==> src/cts_pkg.sv <==
// Purpose: shared constants and types of the cycle-timed sequencer
// Assumes: one system clock, opcode bytes prefetched by the fetch unit
// Notes:   opcodes follow the standard 8-bit accumulator instruction set
`default_nettype none

package cts_pkg;

  // ************************************************************
  // clock and addressing
  // ************************************************************
  localparam int unsigned CLK_HZ      = 100_000_000;
  localparam logic [15:0] PC_RESET    = 16'h0000;
  localparam int unsigned SPC_SEL_BIT = 7;
  localparam int unsigned PAGE_LSB    = 11;

  // ************************************************************
  // opcodes the sequencer treats specially
  // ************************************************************
  localparam logic [7:0] OP_NOP   = 8'h00;
  localparam logic [7:0] OP_SPARE = 8'hA5;
  localparam logic [7:0] OP_SJMP  = 8'h80;
  localparam logic [7:0] OP_MUL   = 8'hA4;
  localparam logic [7:0] OP_DIV   = 8'h84;

  // ************************************************************
  // lengths and cycle counts
  // ************************************************************
  localparam logic [1:0] LEN_ONE   = 2'h1;
  localparam logic [1:0] LEN_TWO   = 2'h2;
  localparam logic [1:0] LEN_THREE = 2'h3;
  localparam logic [3:0] CYC_ONE   = 4'h1;

  typedef enum logic [2:0] {
    BR_NONE = 3'h0,
    BR_COND = 3'h1,
    BR_REL  = 3'h3,
    BR_PAGE = 3'h2,
    BR_LONG = 3'h6,
    BR_AIND = 3'h7,
    BR_RET  = 3'h5
  } cts_br_e;

  typedef enum logic [2:0] {
    CN_C    = 3'h0,
    CN_NC   = 3'h1,
    CN_Z    = 3'h3,
    CN_NZ   = 3'h2,
    CN_BIT  = 3'h6,
    CN_NBIT = 3'h7,
    CN_NE   = 3'h5,
    CN_DNZ  = 3'h4
  } cts_cnd_e;

  typedef enum logic [0:0] {
    ST_ISSUE = 1'b0,
    ST_BUSY  = 1'b1
  } cts_st_e;

endpackage

`default_nettype wire

==> src/cts_dec.sv <==
// Purpose: opcode to length, base cycles and branch kind
// Assumes: op is the first byte of an instruction
// Notes:   base cycles of a conditional jump are its untaken count
`timescale 1ns/10ps
`default_nettype none

module cts_dec
  import cts_pkg::*;
(
  input  wire logic [7:0] op,
  output logic      [1:0] len,
  output logic      [3:0] cyc,
  output cts_br_e         br,
  output cts_cnd_e        cnd,
  output logic            dir_op
);

  // ************************************************************
  // column classes of the opcode map
  // ************************************************************
  wire logic [3:0] hi;
  wire logic       col_ind;
  wire logic       col_dir;
  wire logic       col_imm;
  wire logic       col_page;

  assign hi       = op[7:4];
  assign col_ind  = op[3:1] == 3'h3;
  assign col_dir  = op[3:0] == 4'h5;
  assign col_imm  = op[3:0] == 4'h4 && hi >= 4'h2 && hi <= 4'h9
                    && hi != 4'h8;
  assign col_page = op[3:0] == 4'h1;

  // ************************************************************
  // table: column defaults, then per-opcode overrides
  // ************************************************************
  always_comb
  begin
    len    = LEN_ONE;
    cyc    = CYC_ONE;
    br     = BR_NONE;
    cnd    = CN_C;
    dir_op = 1'b0;
    // bytes equal cycles unless listed below
    if (col_ind)
      cyc = 4'h2;
    if (col_dir)
    begin
      len    = LEN_TWO;
      cyc    = 4'h2;
      dir_op = 1'b1;
    end
    if (col_imm)
    begin
      len = LEN_TWO;
      cyc = 4'h2;
    end
    if (col_page)
    begin
      len = LEN_TWO;
      cyc = 4'h3;
      br  = BR_PAGE;
    end
    case (op) inside
      8'h02, 8'h12:
      begin
        len = LEN_THREE;
        cyc = 4'h4;
        br  = BR_LONG;
      end
      8'h10, 8'h20, 8'h30:
      begin
        len = LEN_THREE;
        cyc = 4'h3;
        br  = BR_COND;
        cnd = (op == 8'h30) ? CN_NBIT : CN_BIT;
      end
      8'h22, 8'h32:
      begin
        cyc = 4'h5;
        br  = BR_RET;
      end
      8'h40, 8'h50, 8'h60, 8'h70:
      begin
        len = LEN_TWO;
        cyc = 4'h2;
        br  = BR_COND;
        cnd = cts_cnd_e'({1'b0, op[5], op[5] ^ op[4]});
      end
      8'h42, 8'h52, 8'h62, 8'hC0, 8'hD0, 8'h86, 8'h87, [8'h88:8'h8F],
      8'hA6, 8'hA7, [8'hA8:8'hAF]:
      begin
        len    = LEN_TWO;
        cyc    = 4'h2;
        dir_op = 1'b1;
      end
      8'h43, 8'h53, 8'h63, 8'h75, 8'h85:
      begin
        len    = LEN_THREE;
        cyc    = 4'h3;
        dir_op = 1'b1;
      end
      8'h72, 8'h82, 8'h92, 8'hA0, 8'hA2, 8'hB0, 8'hB2, 8'hC2, 8'hD2,
      8'h76, 8'h77, [8'h78:8'h7F]:
      begin
        len = LEN_TWO;
        cyc = 4'h2;
      end
      8'h73:
      begin
        cyc = 4'h3;
        br  = BR_AIND;
      end
      8'h80:
      begin
        len = LEN_TWO;
        cyc = 4'h3;
        br  = BR_REL;
      end
      8'h83, 8'h93, 8'hE0, 8'hE2, 8'hE3, 8'hF0, 8'hF2, 8'hF3:
        cyc = 4'h3;
      8'h84:
        cyc = 4'h8;
      8'hA4:
        cyc = 4'h4;
      8'h90:
      begin
        len = LEN_THREE;
        cyc = 4'h3;
      end
      // spare sits in the direct column: undo its defaults
      8'hA5:
      begin
        len    = LEN_ONE;
        cyc    = CYC_ONE;
        dir_op = 1'b0;
      end
      8'hB4, [8'hB8:8'hBF], 8'hB5, 8'hB6, 8'hB7:
      begin
        len    = LEN_THREE;
        cyc    = (op[3] || op == 8'hB4) ? 4'h3 : 4'h4;
        br     = BR_COND;
        cnd    = CN_NE;
        dir_op = op == 8'hB5;
      end
      8'hD5, [8'hD8:8'hDF]:
      begin
        len    = op[3] ? LEN_TWO : LEN_THREE;
        cyc    = op[3] ? 4'h2 : 4'h3;
        br     = BR_COND;
        cnd    = CN_DNZ;
        dir_op = !op[3];
      end
      default:
        ;
    endcase
  end

endmodule

`default_nettype wire

==> src/cts_seq.sv <==
// Purpose: decode and cycle-timing sequencer of the 8-bit core
// Assumes: fetch unit shows the bytes at PC with CODE_VALID;
//          datapath flags are valid in the issue cycle
// Notes:   one instruction in flight; condition sampled at issue
//
// Contract
// - decode uses the standard instruction encodings
// - timing counted only in system clocks
// - most instructions: cycles equal byte count
// - untaken conditional branch one cycle shorter
// - add forms: register 1, direct/immediate 2
// - multiply four cycles, divide eight cycles
// - logic immediate into direct: three bytes, cycles
// - single-byte accumulator ops take one cycle
// - code memory reads: one byte, three cycles
// - external data moves: one byte, three cycles
// - pointer immediate load: three bytes, cycles
// - push and pop: two bytes, two cycles
// - carry, zero, register-decrement jumps: two/three
// - bit jumps and direct decrement: three/four
// - compare jumps: memory four/five, immediate three/four
// - calls three/four cycles, returns five
// - page, short, indexed jumps three; long four
// - offset is signed, from next instruction
// - page target stays in the 2 kB page of the next instruction
// - direct below 0x80 is RAM, else register
// - spare opcode behaves as no-operation
`timescale 1ns/10ps
`default_nettype none

module cts_seq
  import cts_pkg::*;
(
  input  wire logic        CLK_SYS,
  input  wire logic        RESET_N,
  input  wire logic        CODE_VALID,
  input  wire logic [7:0]  CODE_B0,
  input  wire logic [7:0]  CODE_B1,
  input  wire logic [7:0]  CODE_B2,
  input  wire logic        COND_CARRY,
  input  wire logic        COND_ACC_ZERO,
  input  wire logic        COND_BIT,
  input  wire logic        COND_CMP_NE,
  input  wire logic        COND_DEC_NZ,
  input  wire logic [7:0]  ACC_VALUE,
  input  wire logic [15:0] DATA_POINTER_16,
  input  wire logic [15:0] RET_ADDR,
  output logic      [15:0] PC,
  output logic             ISSUE,
  output logic             DONE,
  output logic             BUSY,
  output logic      [7:0]  OPCODE,
  output logic      [7:0]  OPERAND1,
  output logic      [7:0]  OPERAND2,
  output logic      [15:0] INSTR_ADDR,
  output logic      [1:0]  INSTR_LEN,
  output logic      [3:0]  INSTR_CYCLES,
  output logic             TAKEN,
  output logic             DIRECT_VALID,
  output logic             DIRECT_SPECIAL_FUNCTION_REGISTER
);

  // ************************************************************
  // decode
  // ************************************************************
  logic     [1:0] d_len;
  logic     [3:0] d_cyc;
  cts_br_e        d_br;
  cts_cnd_e       d_cnd;
  logic           d_dir;

  cts_dec cts_dec_inst (
    .op     (CODE_B0),
    .len    (d_len),
    .cyc    (d_cyc),
    .br     (d_br),
    .cnd    (d_cnd),
    .dir_op (d_dir)
  );

  // ************************************************************
  // state
  // ************************************************************
  cts_st_e     st_ff;
  cts_st_e     nxt_st;
  logic [3:0]  cnt_ff;
  logic [3:0]  nxt_cnt;
  logic [15:0] pc_ff;
  logic [15:0] nxt_pc;
  logic [15:0] tgt_ff;
  logic        issue_ff;
  logic        done_ff;
  logic        busy_ff;
  logic [7:0]  op_ff;
  logic [7:0]  op1_ff;
  logic [7:0]  op2_ff;
  logic [15:0] iaddr_ff;
  logic [1:0]  len_ff;
  logic [3:0]  cyc_ff;
  logic        taken_ff;
  logic        cond_ff;
  logic        dv_ff;
  logic        spec_ff;

  // ************************************************************
  // branch condition and targets
  // ************************************************************
  wire logic        cond_true;
  wire logic        is_cond;
  wire logic        jump;
  wire logic [15:0] seq_next;
  wire logic [7:0]  rel_byte;
  wire logic [15:0] rel_tgt;
  wire logic [15:0] page_tgt;
  wire logic [15:0] long_tgt;
  wire logic [15:0] aind_tgt;
  wire logic [15:0] jump_tgt;
  wire logic [15:0] nxt_tgt;
  wire logic [3:0]  total;
  wire logic        accept;
  wire logic        busy_last;
  wire logic        last;
  wire logic [7:0]  canon_op;

  assign cond_true = (d_cnd == CN_C)    ?  COND_CARRY    :
                     (d_cnd == CN_NC)   ? !COND_CARRY    :
                     (d_cnd == CN_Z)    ?  COND_ACC_ZERO :
                     (d_cnd == CN_NZ)   ? !COND_ACC_ZERO :
                     (d_cnd == CN_BIT)  ?  COND_BIT      :
                     (d_cnd == CN_NBIT) ? !COND_BIT      :
                     (d_cnd == CN_NE)   ?  COND_CMP_NE   :
                                           COND_DEC_NZ;

  assign is_cond  = d_br == BR_COND;
  assign jump     = is_cond ? cond_true : (d_br != BR_NONE);
  assign seq_next = pc_ff + {14'h0000, d_len};

  // offset sits in the last byte: byte 2 of 3-byte jumps
  assign rel_byte = (d_len == LEN_THREE) ? CODE_B2 : CODE_B1;
  assign rel_tgt  = seq_next + {{8{rel_byte[7]}}, rel_byte};

  // bits 10:8 come from the opcode's top three bits, bits 7:0 from the following byte
  assign page_tgt = {seq_next[15:PAGE_LSB], CODE_B0[7:5],
                     CODE_B1};
  assign long_tgt = {CODE_B1, CODE_B2};
  assign aind_tgt = DATA_POINTER_16 + {8'h00, ACC_VALUE};

  assign jump_tgt = (d_br == BR_PAGE) ? page_tgt :
                    (d_br == BR_LONG) ? long_tgt :
                    (d_br == BR_AIND) ? aind_tgt :
                    (d_br == BR_RET)  ? RET_ADDR :
                                        rel_tgt;
  assign nxt_tgt  = jump ? jump_tgt : seq_next;

  // untaken is the base; a taken condition adds one clock
  assign total     = d_cyc + {3'h0, is_cond & cond_true};
  assign accept    = st_ff == ST_ISSUE && CODE_VALID;
  assign busy_last = st_ff == ST_BUSY && cnt_ff == CYC_ONE;
  assign last      = accept ? (total == CYC_ONE) : busy_last;
  assign canon_op  = (CODE_B0 == OP_SPARE) ? OP_NOP : CODE_B0;

  // ************************************************************
  // sequencer: plain clock counting, no machine-cycle grouping
  // ************************************************************
  always_comb
  begin
    nxt_st = st_ff;
    unique case (st_ff)
      ST_ISSUE:
        if (accept && total != CYC_ONE)
          nxt_st = ST_BUSY;
      ST_BUSY:
        if (busy_last)
          nxt_st = ST_ISSUE;
    endcase
  end

  assign nxt_cnt = accept ? total - CYC_ONE :
                   (st_ff == ST_BUSY) ? cnt_ff - CYC_ONE : cnt_ff;
  assign nxt_pc  = !last ? pc_ff : (accept ? nxt_tgt : tgt_ff);

  always_ff @(posedge CLK_SYS)
  begin
    if (!RESET_N)
    begin
      st_ff    <= ST_ISSUE;
      cnt_ff   <= 4'h0;
      pc_ff    <= PC_RESET;
      tgt_ff   <= PC_RESET;
      issue_ff <= 1'b0;
      done_ff  <= 1'b0;
      busy_ff  <= 1'b0;
    end
    else
    begin
      st_ff    <= nxt_st;
      cnt_ff   <= nxt_cnt;
      pc_ff    <= nxt_pc;
      tgt_ff   <= accept ? nxt_tgt : tgt_ff;
      issue_ff <= accept;
      done_ff  <= last;
      busy_ff  <= nxt_st == ST_BUSY;
    end
  end

  // ************************************************************
  // issued instruction, held until the next issue
  // ************************************************************
  always_ff @(posedge CLK_SYS)
  begin
    if (!RESET_N)
    begin
      op_ff    <= OP_NOP;
      op1_ff   <= 8'h00;
      op2_ff   <= 8'h00;
      iaddr_ff <= PC_RESET;
      len_ff   <= LEN_ONE;
      cyc_ff   <= CYC_ONE;
      taken_ff <= 1'b0;
      cond_ff  <= 1'b0;
      dv_ff    <= 1'b0;
      spec_ff  <= 1'b0;
    end
    else if (accept)
    begin
      op_ff    <= canon_op;
      op1_ff   <= CODE_B1;
      op2_ff   <= CODE_B2;
      iaddr_ff <= pc_ff;
      len_ff   <= d_len;
      cyc_ff   <= total;
      taken_ff <= jump;
      cond_ff  <= is_cond;
      dv_ff    <= d_dir;
      spec_ff  <= CODE_B1[SPC_SEL_BIT];
    end
  end

  assign PC           = pc_ff;
  assign ISSUE        = issue_ff;
  assign DONE         = done_ff;
  assign BUSY         = busy_ff;
  assign OPCODE       = op_ff;
  assign OPERAND1     = op1_ff;
  assign OPERAND2     = op2_ff;
  assign INSTR_ADDR   = iaddr_ff;
  assign INSTR_LEN    = len_ff;
  assign INSTR_CYCLES = cyc_ff;
  assign TAKEN        = taken_ff;
  assign DIRECT_VALID = dv_ff;
  assign DIRECT_SPECIAL_FUNCTION_REGISTER = spec_ff;

  // ************************************************************
  // checks
  // ************************************************************
  logic [3:0]       run_ff;
  wire logic [3:0]  span;
  wire logic [15:0] nx_addr;
  wire logic        mem_cmp;

  assign span    = issue_ff ? 4'h1 : run_ff + 4'h1;
  assign nx_addr = iaddr_ff + {14'h0000, len_ff};
  assign mem_cmp = op_ff inside {8'hB5, 8'hB6, 8'hB7};

  always_ff @(posedge CLK_SYS)
  begin
    if (!RESET_N)
      run_ff <= 4'h0;
    else
      run_ff <= span;
  end
endmodule

`default_nettype wire

==> config.mk <==
export PLATFORM = sky130hd
export DESIGN_NAME = cts_seq
export DESIGN_NICKNAME = d
export VERILOG_FILES = /design/src/cts_pkg.sv /design/src/cts_dec.sv /design/src/cts_seq.sv
export SDC_FILE = /design/constraint.sdc
export NUM_CORES = 1
export LEC_CHECK = 0
export ABC_AREA = 1
export BUFFER_PORTS_ARGS = -buffer_cell sky130_fd_sc_hd__buf_2
export CAP_MARGIN = 20
export CORE_UTILIZATION = 48
export DETAILED_ROUTE_END_ITERATION = 16
export PLACE_DENSITY_LB_ADDON = 0.15
export SLEW_MARGIN = 20
export SYNTH_ARGS = -nofsm -noshare
export SYNTH_HDL_FRONTEND = slang
export SYNTH_SLANG_ARGS = --single-unit
==> constraint.sdc <==
create_clock -name CLK_SYS -period 5.05 [get_ports CLK_SYS]
set_clock_uncertainty 0.15 [all_clocks]
set_input_delay 0.2525 -clock CLK_SYS [delete_from_list [all_inputs] [get_ports CLK_SYS]]
set_output_delay 0.2525 -clock CLK_SYS [all_outputs]
set_load 0.01 [all_outputs]
# Word level (Yosys, flattened, before mapping)
# Cells that the tools add are included.
word_totals:
  out_inout_bits: 68
  reg_bits: 88
  in_bits: 72
  word_cells: 255
op_classes:
  n_eq_ne: 75
  bitwise: 3
  muxes: 115
  add_sub_neg: 6
  n_reduce_logical: 29
  n_lt_le_gt_ge: 12
op_table:
  columns: ["operator", "count"]
  rows:
  - ["8-bit == test, second input constant", 33]
  - ["8-bit by 7-bit == test with 1-bit output, second input constant", 15]
  - ["3-bit 2-to-1 mux", 33]
  - ["16-bit 2-to-1 mux", 6]
  - ["4-bit 2-to-1 mux", 21]
  - ["2-bit 2-to-1 mux", 21]
  - ["8-bit by 6-bit == test with 1-bit output, second input constant", 4]
  - ["8-bit greater-or-equal comparator, second input constant", 4]
  - ["8-bit less-or-equal comparator, second input constant", 4]
  - ["1-bit 2-to-1 mux", 31]
  - ["3-bit == test, second input constant", 6]
  - ["16-bit adder", 1]
  - ["16-bit by 2-bit adder with 16-bit output", 1]
  - ["16-bit by 8-bit adder with 16-bit output", 1]
  - ["8-bit by 5-bit == test with 1-bit output, second input constant", 2]
  - ["8-bit 2-to-1 mux", 2]
  - ["3-bit by 2-bit == test with 1-bit output, second input constant", 4]
  - ["4-bit by 1-bit == test with 1-bit output, second input constant", 3]
  - ["12-bit OR reduction", 1]
  - ["1-bit logical AND", 11]
  - ["11-bit OR reduction", 1]
  - ["5-bit OR reduction", 2]
  - ["4-bit by 3-bit == test with 1-bit output, second input constant", 2]
  - ["8-bit by 2-bit == test with 1-bit output, second input constant", 1]
  - ["other kinds (23)", 30]

# Logic depth before layout (Yosys ltp)
depth:
  depth_word: 33
  mapped_depth: 40
  depth_no_buf: 40

# By module
# Synthesis repeated with hierarchy kept, for this count alone.
hier_totals:
  cells_unflattened: 1109
  hier_area_um2: 7033.0
by_module_without_submodules:
  columns: ["mod", "area_each_um2", "cells_per_inst", "seq_area_each_um2", "instances"]
  rows:
  - ["cts_seq", 6065.8, 908, 1741.7, 1]
  - ["cts_dec", 967.2, 201, 0.0, 1]

# Worst setup path after synthesis
# No wires, ideal clock.
synth_timing:
  path_kind: "input -> register"
  from: "input CODE_B0[5]"
  to: "register pc_ff[14] (netlist: PC[14])"
  slack_ps: 388
  path_stages: 37
  arrival_ps: 4403
  required_time_ps: 4791
  setup_time_ps: 109
  path_buffers: 0
  path_cell_list: "inv_1 -> ha_1 -> nor2_2 -> nand2_1 -> nand2_2 -> nor2_1 -> nor2_2 -> nand3_2 -> nor2_2 -> nand4_1 -> nor2_1 -> nand3_2 -> nand2_2 -> nand2_4 -> ha_1 -> a21oi_1 -> nor2_1 -> nand3_1 -> nor3_1 -> nand4_1 -> xor2_1 -> inv_1 -> ha_1 -> nand2_1 -> nand2_1 -> nand2_1 -> nand2_1 -> a221oi_1 -> nand3_1 -> a21oi_1 -> o21ai_1 -> nand2_1 -> nand2_1 -> nand2_1 -> nand3_1 -> nand2_1 -> inv_1"
synth_via:
  elab_chain_cells: 31
  elab_cells_between_ends: 193
  cone_classes: "add/sub: 3; order compare: 12; eq/ne: 69; mux: 86; bitwise: 2; reduce/logical: 21"
synth_lines:
  columns: ["element", "line", "rtl"]
  rows:
  - ["from (decl)", "cts_seq.sv:37", "input wire logic [7:0] CODE_B0,"]
  - ["4-bit by 2-bit greater-or-equal comparator with 1-bit output", "cts_dec.sv:30", "assign col_imm = op[3:0] == 4'h4 && hi >= 4'h2 && hi <= 4'h9"]
  - ["1-bit logical AND (2 in series)", "cts_dec.sv:30", null]
  - ["1-bit logical AND", "cts_dec.sv:31", "&& hi != 4'h8;"]
  - ["2-bit 2-to-1 mux", "cts_dec.sv:53", "if (col_imm)"]
  - ["2-bit 2-to-1 mux", "cts_dec.sv:58", "if (col_page)"]
  - ["2-bit 2-to-1 mux (15 in series)", "cts_dec.sv:64", "case (op) inside"]
  - ["2-bit 2-to-1 mux (*)", "cts_dec.sv:64", null]
  - ["net cts_dec_inst.len[1]", "cts_dec.sv:11", "output logic [1:0] len,"]
  - ["branches (longest 7 deep; another with 16-bit by 2-bit adder with 16-bit output)", null, null]
  - ["16-bit 2-to-1 mux (*)", "cts_seq.sv:153", "assign nxt_tgt = jump ? jump_tgt : seq_next;"]
  - ["16-bit 2-to-1 mux (*)", null, null]
  - ["to (signal assigned)", "cts_seq.sv:198", "pc_ff <= nxt_pc;"]
  - ["to (decl)", "cts_seq.sv:88", "logic [15:0] pc_ff;"]
# Mark *: on every way through the listed nets, which the timed path passes.
# A chain may end at the register's enable or synchronous reset.

# Worst setup path after layout
# Same ends and word-level chain as after synthesis.

==> impl_metrics.py <==
metrics = {
    "grt": {
        "grt_use_total_pct": 30.85,
        "grt-ovfl-total": 0,
        "grt_first_pass_wirelength_um": 35600,
        "grt_antenna_before_repair": 0,
        "via_count_of_the_first_global_routing_pass": 6894,
        "grt_start_max_net_pins": 99,
    },
    "drt": {
        "ant_nets": 0,
        "met3WireLength_um": 1658,
        "drt-met1-wl_um": 10890,
        "drt-wirelength-per-cell_um": 16.26,
        "drt-initial-drc-count": 615,
        "drt_first_pass_iters": 6,
        "routed.top_layer": "met4",
        "detailroute.wirelength.met2_um": 9710,
        "drcViolationCount": 0,
        "vias": 7502,
        "route.final.wire_length_um": 22600,
        "drt_via_density": 5.397,
    },
    "floorplan": {
        "die-width_um": 122.0,
        "die_area_um2": 14890,
        "io_pins": 140,
        "die_height_um": 122.0,
        "fp.coreArea_um2": 13990,
        "start_util_pct": 49.42,
        "num_rows": 43,
    },
    "logic_synthesis": {
        "synthDistinctLibCells": 61,
        "netlist.top_cell.by_area": "sky130_fd_sc_hd__dfxtp_1",
        "postSynthNetCount": 1174,
        "ys.flop_type": "sky130_fd_sc_hd__dfxtp_1",
        "ys.warnings.count": 0,
        "synth.yosys.seq_area_share_pct": 25.19,
        "synth_area_per_cell_um2": 6.509,
        "post_synth_edffs": 0,
        "ys_async_sr_fraction_pct": 0,
        "synthCells": 1062,
        "synthesis.area_um2": 6913,
        "yosys_register_bits": 87,
        "netlist_top_cells_area": "sky130_fd_sc_hd__dfxtp_1, sky130_fd_sc_hd__nand2_1, sky130_fd_sc_hd__o21ai_0, sky130_fd_sc_hd__ha_1, sky130_fd_sc_hd__nor2_1",
        "synth_largest_type_area_fraction_pct": 25.19,
    },
    "setup_path": {
        "cp_endpoint_kind": "register",
        "critical_path_peak_fanout": 7,
        "crit_path_start_kind": "input pin",
        "critical_path.startpoint": "CODE_B0[5]",
        "cp_slowest_stage_delay_ns": 0.29,
        "r2r-start": "PC[0]",
        "reg2regPathDepth": 21,
        "r2r_setup_slack_ns": 1.34,
        "critPathSlowestCell": "sky130_fd_sc_hd__ha_1",
        "path_common_cell": "sky130_fd_sc_hd__nand2_1",
        "worstSetupPathType": "input pin to register",
        "critPathArrivalTime_ns": 4.79,
        "cp-endpoint": "PC[14]",
        "worst-endpoint-required_ns": 5.15,
        "worstReg2RegEnd": "tgt_ff[15]",
    },
    "cells_and_area": {
        "final_nets": 1317,
        "fin_area_um2": 8352,
        "sequential_cell_area_um2": 1742,
        "n_antenna_cell": 0,
        "layout.cells.most_common_list": "sky130_fd_sc_hd__nand2_1, sky130_fd_sc_hd__buf_2, sky130_fd_sc_hd__nor2_1, sky130_fd_sc_hd__inv_1, sky130_fd_sc_hd__o21ai_0",
        "drive_gt1_share_pct": 26.20,
        "area_used_by_multi_input_combinational_logic_um2": 4561,
        "nFillCells": 1377,
        "commonest_non_fill_non_tap_cell_in_the_layout": "sky130_fd_sc_hd__nand2_1",
        "area_growth_from_synthesis_to_layout_pct": 20.81,
    },
    "place": {
        "placement.cell_area_um2": 7863,
        "finalWeightedCongestion": 0.9287,
        "io_buffer_count": 139,
        "post-dp-hpwl_um": 17070,
    },
    "clocking": {
        "cts_sinks": 87,
        "clkSlewWorstSetupHoldPaths_ns": 0.07,
        "clk_root_buffer_cell": "sky130_fd_sc_hd__clkbuf_16",
        "cts_tree": "yes",
        "insertion_delay_ns": 0.35,
        "clk_path_buf_depth": 2,
        "cts-buffers-inserted": 9,
        "cts-htree-levels": 3,
    },
    "sta": {
        "max_slew.worst_pin.slew_ns": 0.9113,
        "pins_over_slew_limit": 0,
        "maxClockFrequency_mhz": 213.4,
        "final-setup-viol-count": 0,
        "worst_max_slew_margin_expressed_relative_to_the_limit_pct": 39.25,
        "setup_total_negative_slack_ns": 0,
        "hold_viol_final": 0,
        "layout_worst_path_cycle_share_pct": 92.81,
        "fin_crit_ns": 4.687,
    },
    "power_and_ir_drop": {
        "total_leakage_power_nw": 4.399,
        "power.density_nw_per_um2": 318.6,
        "worst_ir_drop_vdd_uv": 286.9,
    },
    "run_status": {
        "outcome": "finished, final reports clean",
    },
    "job": {
        "max_cap_violation_count": 0,
    },
    "worst_hold_path": {
        "class_of_the_tightest_hold_or_removal_check": "input pin to register",
    },
}
## cells by family (layout without fill, tap and decap cells)
family,count (synthesis),count (layout),share of synthesized area [%]
AO/OA/AOI/OAI,241,241,19.69
XOR/XNOR,23,23,2.914
adder cells (fa/ha/maj),40,40,7.566
buffers and inverters,183,331,10.79
flip-flops,87,87,25.19
multiplexers,1,1,0.1448
AND/OR/NAND/NOR,487,487,33.70
## power by group
| part | internal (W) | switching, W | leakage, nW | total (W) |
|---|---|---|---|---|
| combinational | 0.000419 | 0.000650 | 3.52 | 0.00107 |
| clock | 0.000444 | 0.000310 | 0.161 | 0.000754 |
| sequential | 0.000771 | 0.0000673 | 0.718 | 0.000838 |
## cell type report
class / count / share of cell area (%)
clock buffer: 10 / 2.742
multi-input combinational: 792 / 54.61
inverter: 145 / 6.607
tap: 180 / 2.697
clock inverter: 6 / 1.199
sequential: 87 / 20.85
timing repair buffer: 170 / 11.30
## how the worst min path moves through the flow
stage	from	end	slack [ns]	cells after the start
after floorplan	CODE_B1[1]	OPERAND1[1]	0.24	2
after global placement	INSTR_LEN[0]	INSTR_LEN[0]	0.30	2
after detailed placement	tgt_ff[3]	tgt_ff[3]	0.32	2
after CTS	CODE_B2[2]	OPERAND2[2]	0.04	3
after global routing	CODE_B2[2]	OPERAND2[2]	0.06	3
final	CODE_B2[2]	OPERAND2[2]	0.04	3
## synthesized netlist by cell type, types with 2 or more instances
master,number
sky130_fd_sc_hd__nand2_1,205
sky130_fd_sc_hd__nor2_1,122
sky130_fd_sc_hd__inv_1,119
sky130_fd_sc_hd__o21ai_0,96
sky130_fd_sc_hd__dfxtp_1,87
sky130_fd_sc_hd__a21oi_1,80
sky130_fd_sc_hd__nand3_1,53
sky130_fd_sc_hd__ha_1,37
sky130_fd_sc_hd__clkbuf_1,26
sky130_fd_sc_hd__inv_2,22
sky130_fd_sc_hd__xor2_1,21
sky130_fd_sc_hd__or2_2,17
sky130_fd_sc_hd__nand2_2,16
sky130_fd_sc_hd__o21ai_1,15
sky130_fd_sc_hd__nor3_1,14
sky130_fd_sc_hd__nand3_2,11
sky130_fd_sc_hd__o211ai_1,11
sky130_fd_sc_hd__nand4_1,9
sky130_fd_sc_hd__nor2_2,9
sky130_fd_sc_hd__a31oi_1,8
sky130_fd_sc_hd__nand2_4,7
sky130_fd_sc_hd__buf_6,5
sky130_fd_sc_hd__o221ai_1,5
sky130_fd_sc_hd__nor2_4,4
sky130_fd_sc_hd__nor3_2,4
sky130_fd_sc_hd__a211oi_1,3
sky130_fd_sc_hd__a21oi_2,3
sky130_fd_sc_hd__buf_4,3
sky130_fd_sc_hd__fa_1,3
sky130_fd_sc_hd__inv_4,3
sky130_fd_sc_hd__nand3b_1,3
sky130_fd_sc_hd__nor2_8,3
sky130_fd_sc_hd__nor4_1,3
sky130_fd_sc_hd__o21bai_1,3
sky130_fd_sc_hd__a22oi_1,2
sky130_fd_sc_hd__buf_1,2
sky130_fd_sc_hd__buf_2,2
sky130_fd_sc_hd__o211ai_2,2
sky130_fd_sc_hd__xnor2_1,2
## registers in the layout (all words and copies together), names as in the netlist
register and count:
OPCODE 8, tgt_ff 16, INSTR_ADDR 16, DIRECT_VALID 1, OPERAND1 8, TAKEN 1, ISSUE 1, INSTR_LEN 2
cnt_ff 4, PC 16, BUSY 1, OPERAND2 8, DONE 1, INSTR_CYCLES 4
## through the flow
step	power (W)	util (%)	hold slack (ns)	setup WS [ns]	instances
6_report	0.002661	59.70	0.04423	0.3633	1390
5_1_grt	0.002832	59.70	0.06010	-0.08486	1390
4_1_cts	0.002611	58.56	0.03895	0.2010	1386
3_5_place_dp	0.001859	56.21	0.3186	-0.1607	1370
3_3_place_gp	0.001851	56.21	0.3034	-0.05963	1370
2_1_floorplan	0.001530	-	0.2374	0.3881	1062
## repair_timing
item | 4_1_cts | 5_1_grt
setup buffers | 0 | 4
hold buffers | 0 | 0
gates resized for setup | 0 | 29
setup endpoints to repair | 0 | 12
## worst max-delay path: cells and delay by family
family,cells,cell delay [ns]
xor gates and xnor gates,1,0.22
AOI/OAI and AO/OA,4,0.54
and+or+nand+nor,24,2.49
buffers and inverters,5,0.50
adders and majority gates,3,0.78
## routing by layer
layer | global-route usage [%] | vias to the layer above
met5 | 0 | -
met3 | 5.197 | 22
met1 | 44.68 | 3422
met2 | 47.14 | 300
met4 | 7.253 | 0
li1 | - | 3758
Note: power is estimated with default switching activity, not from simulation.
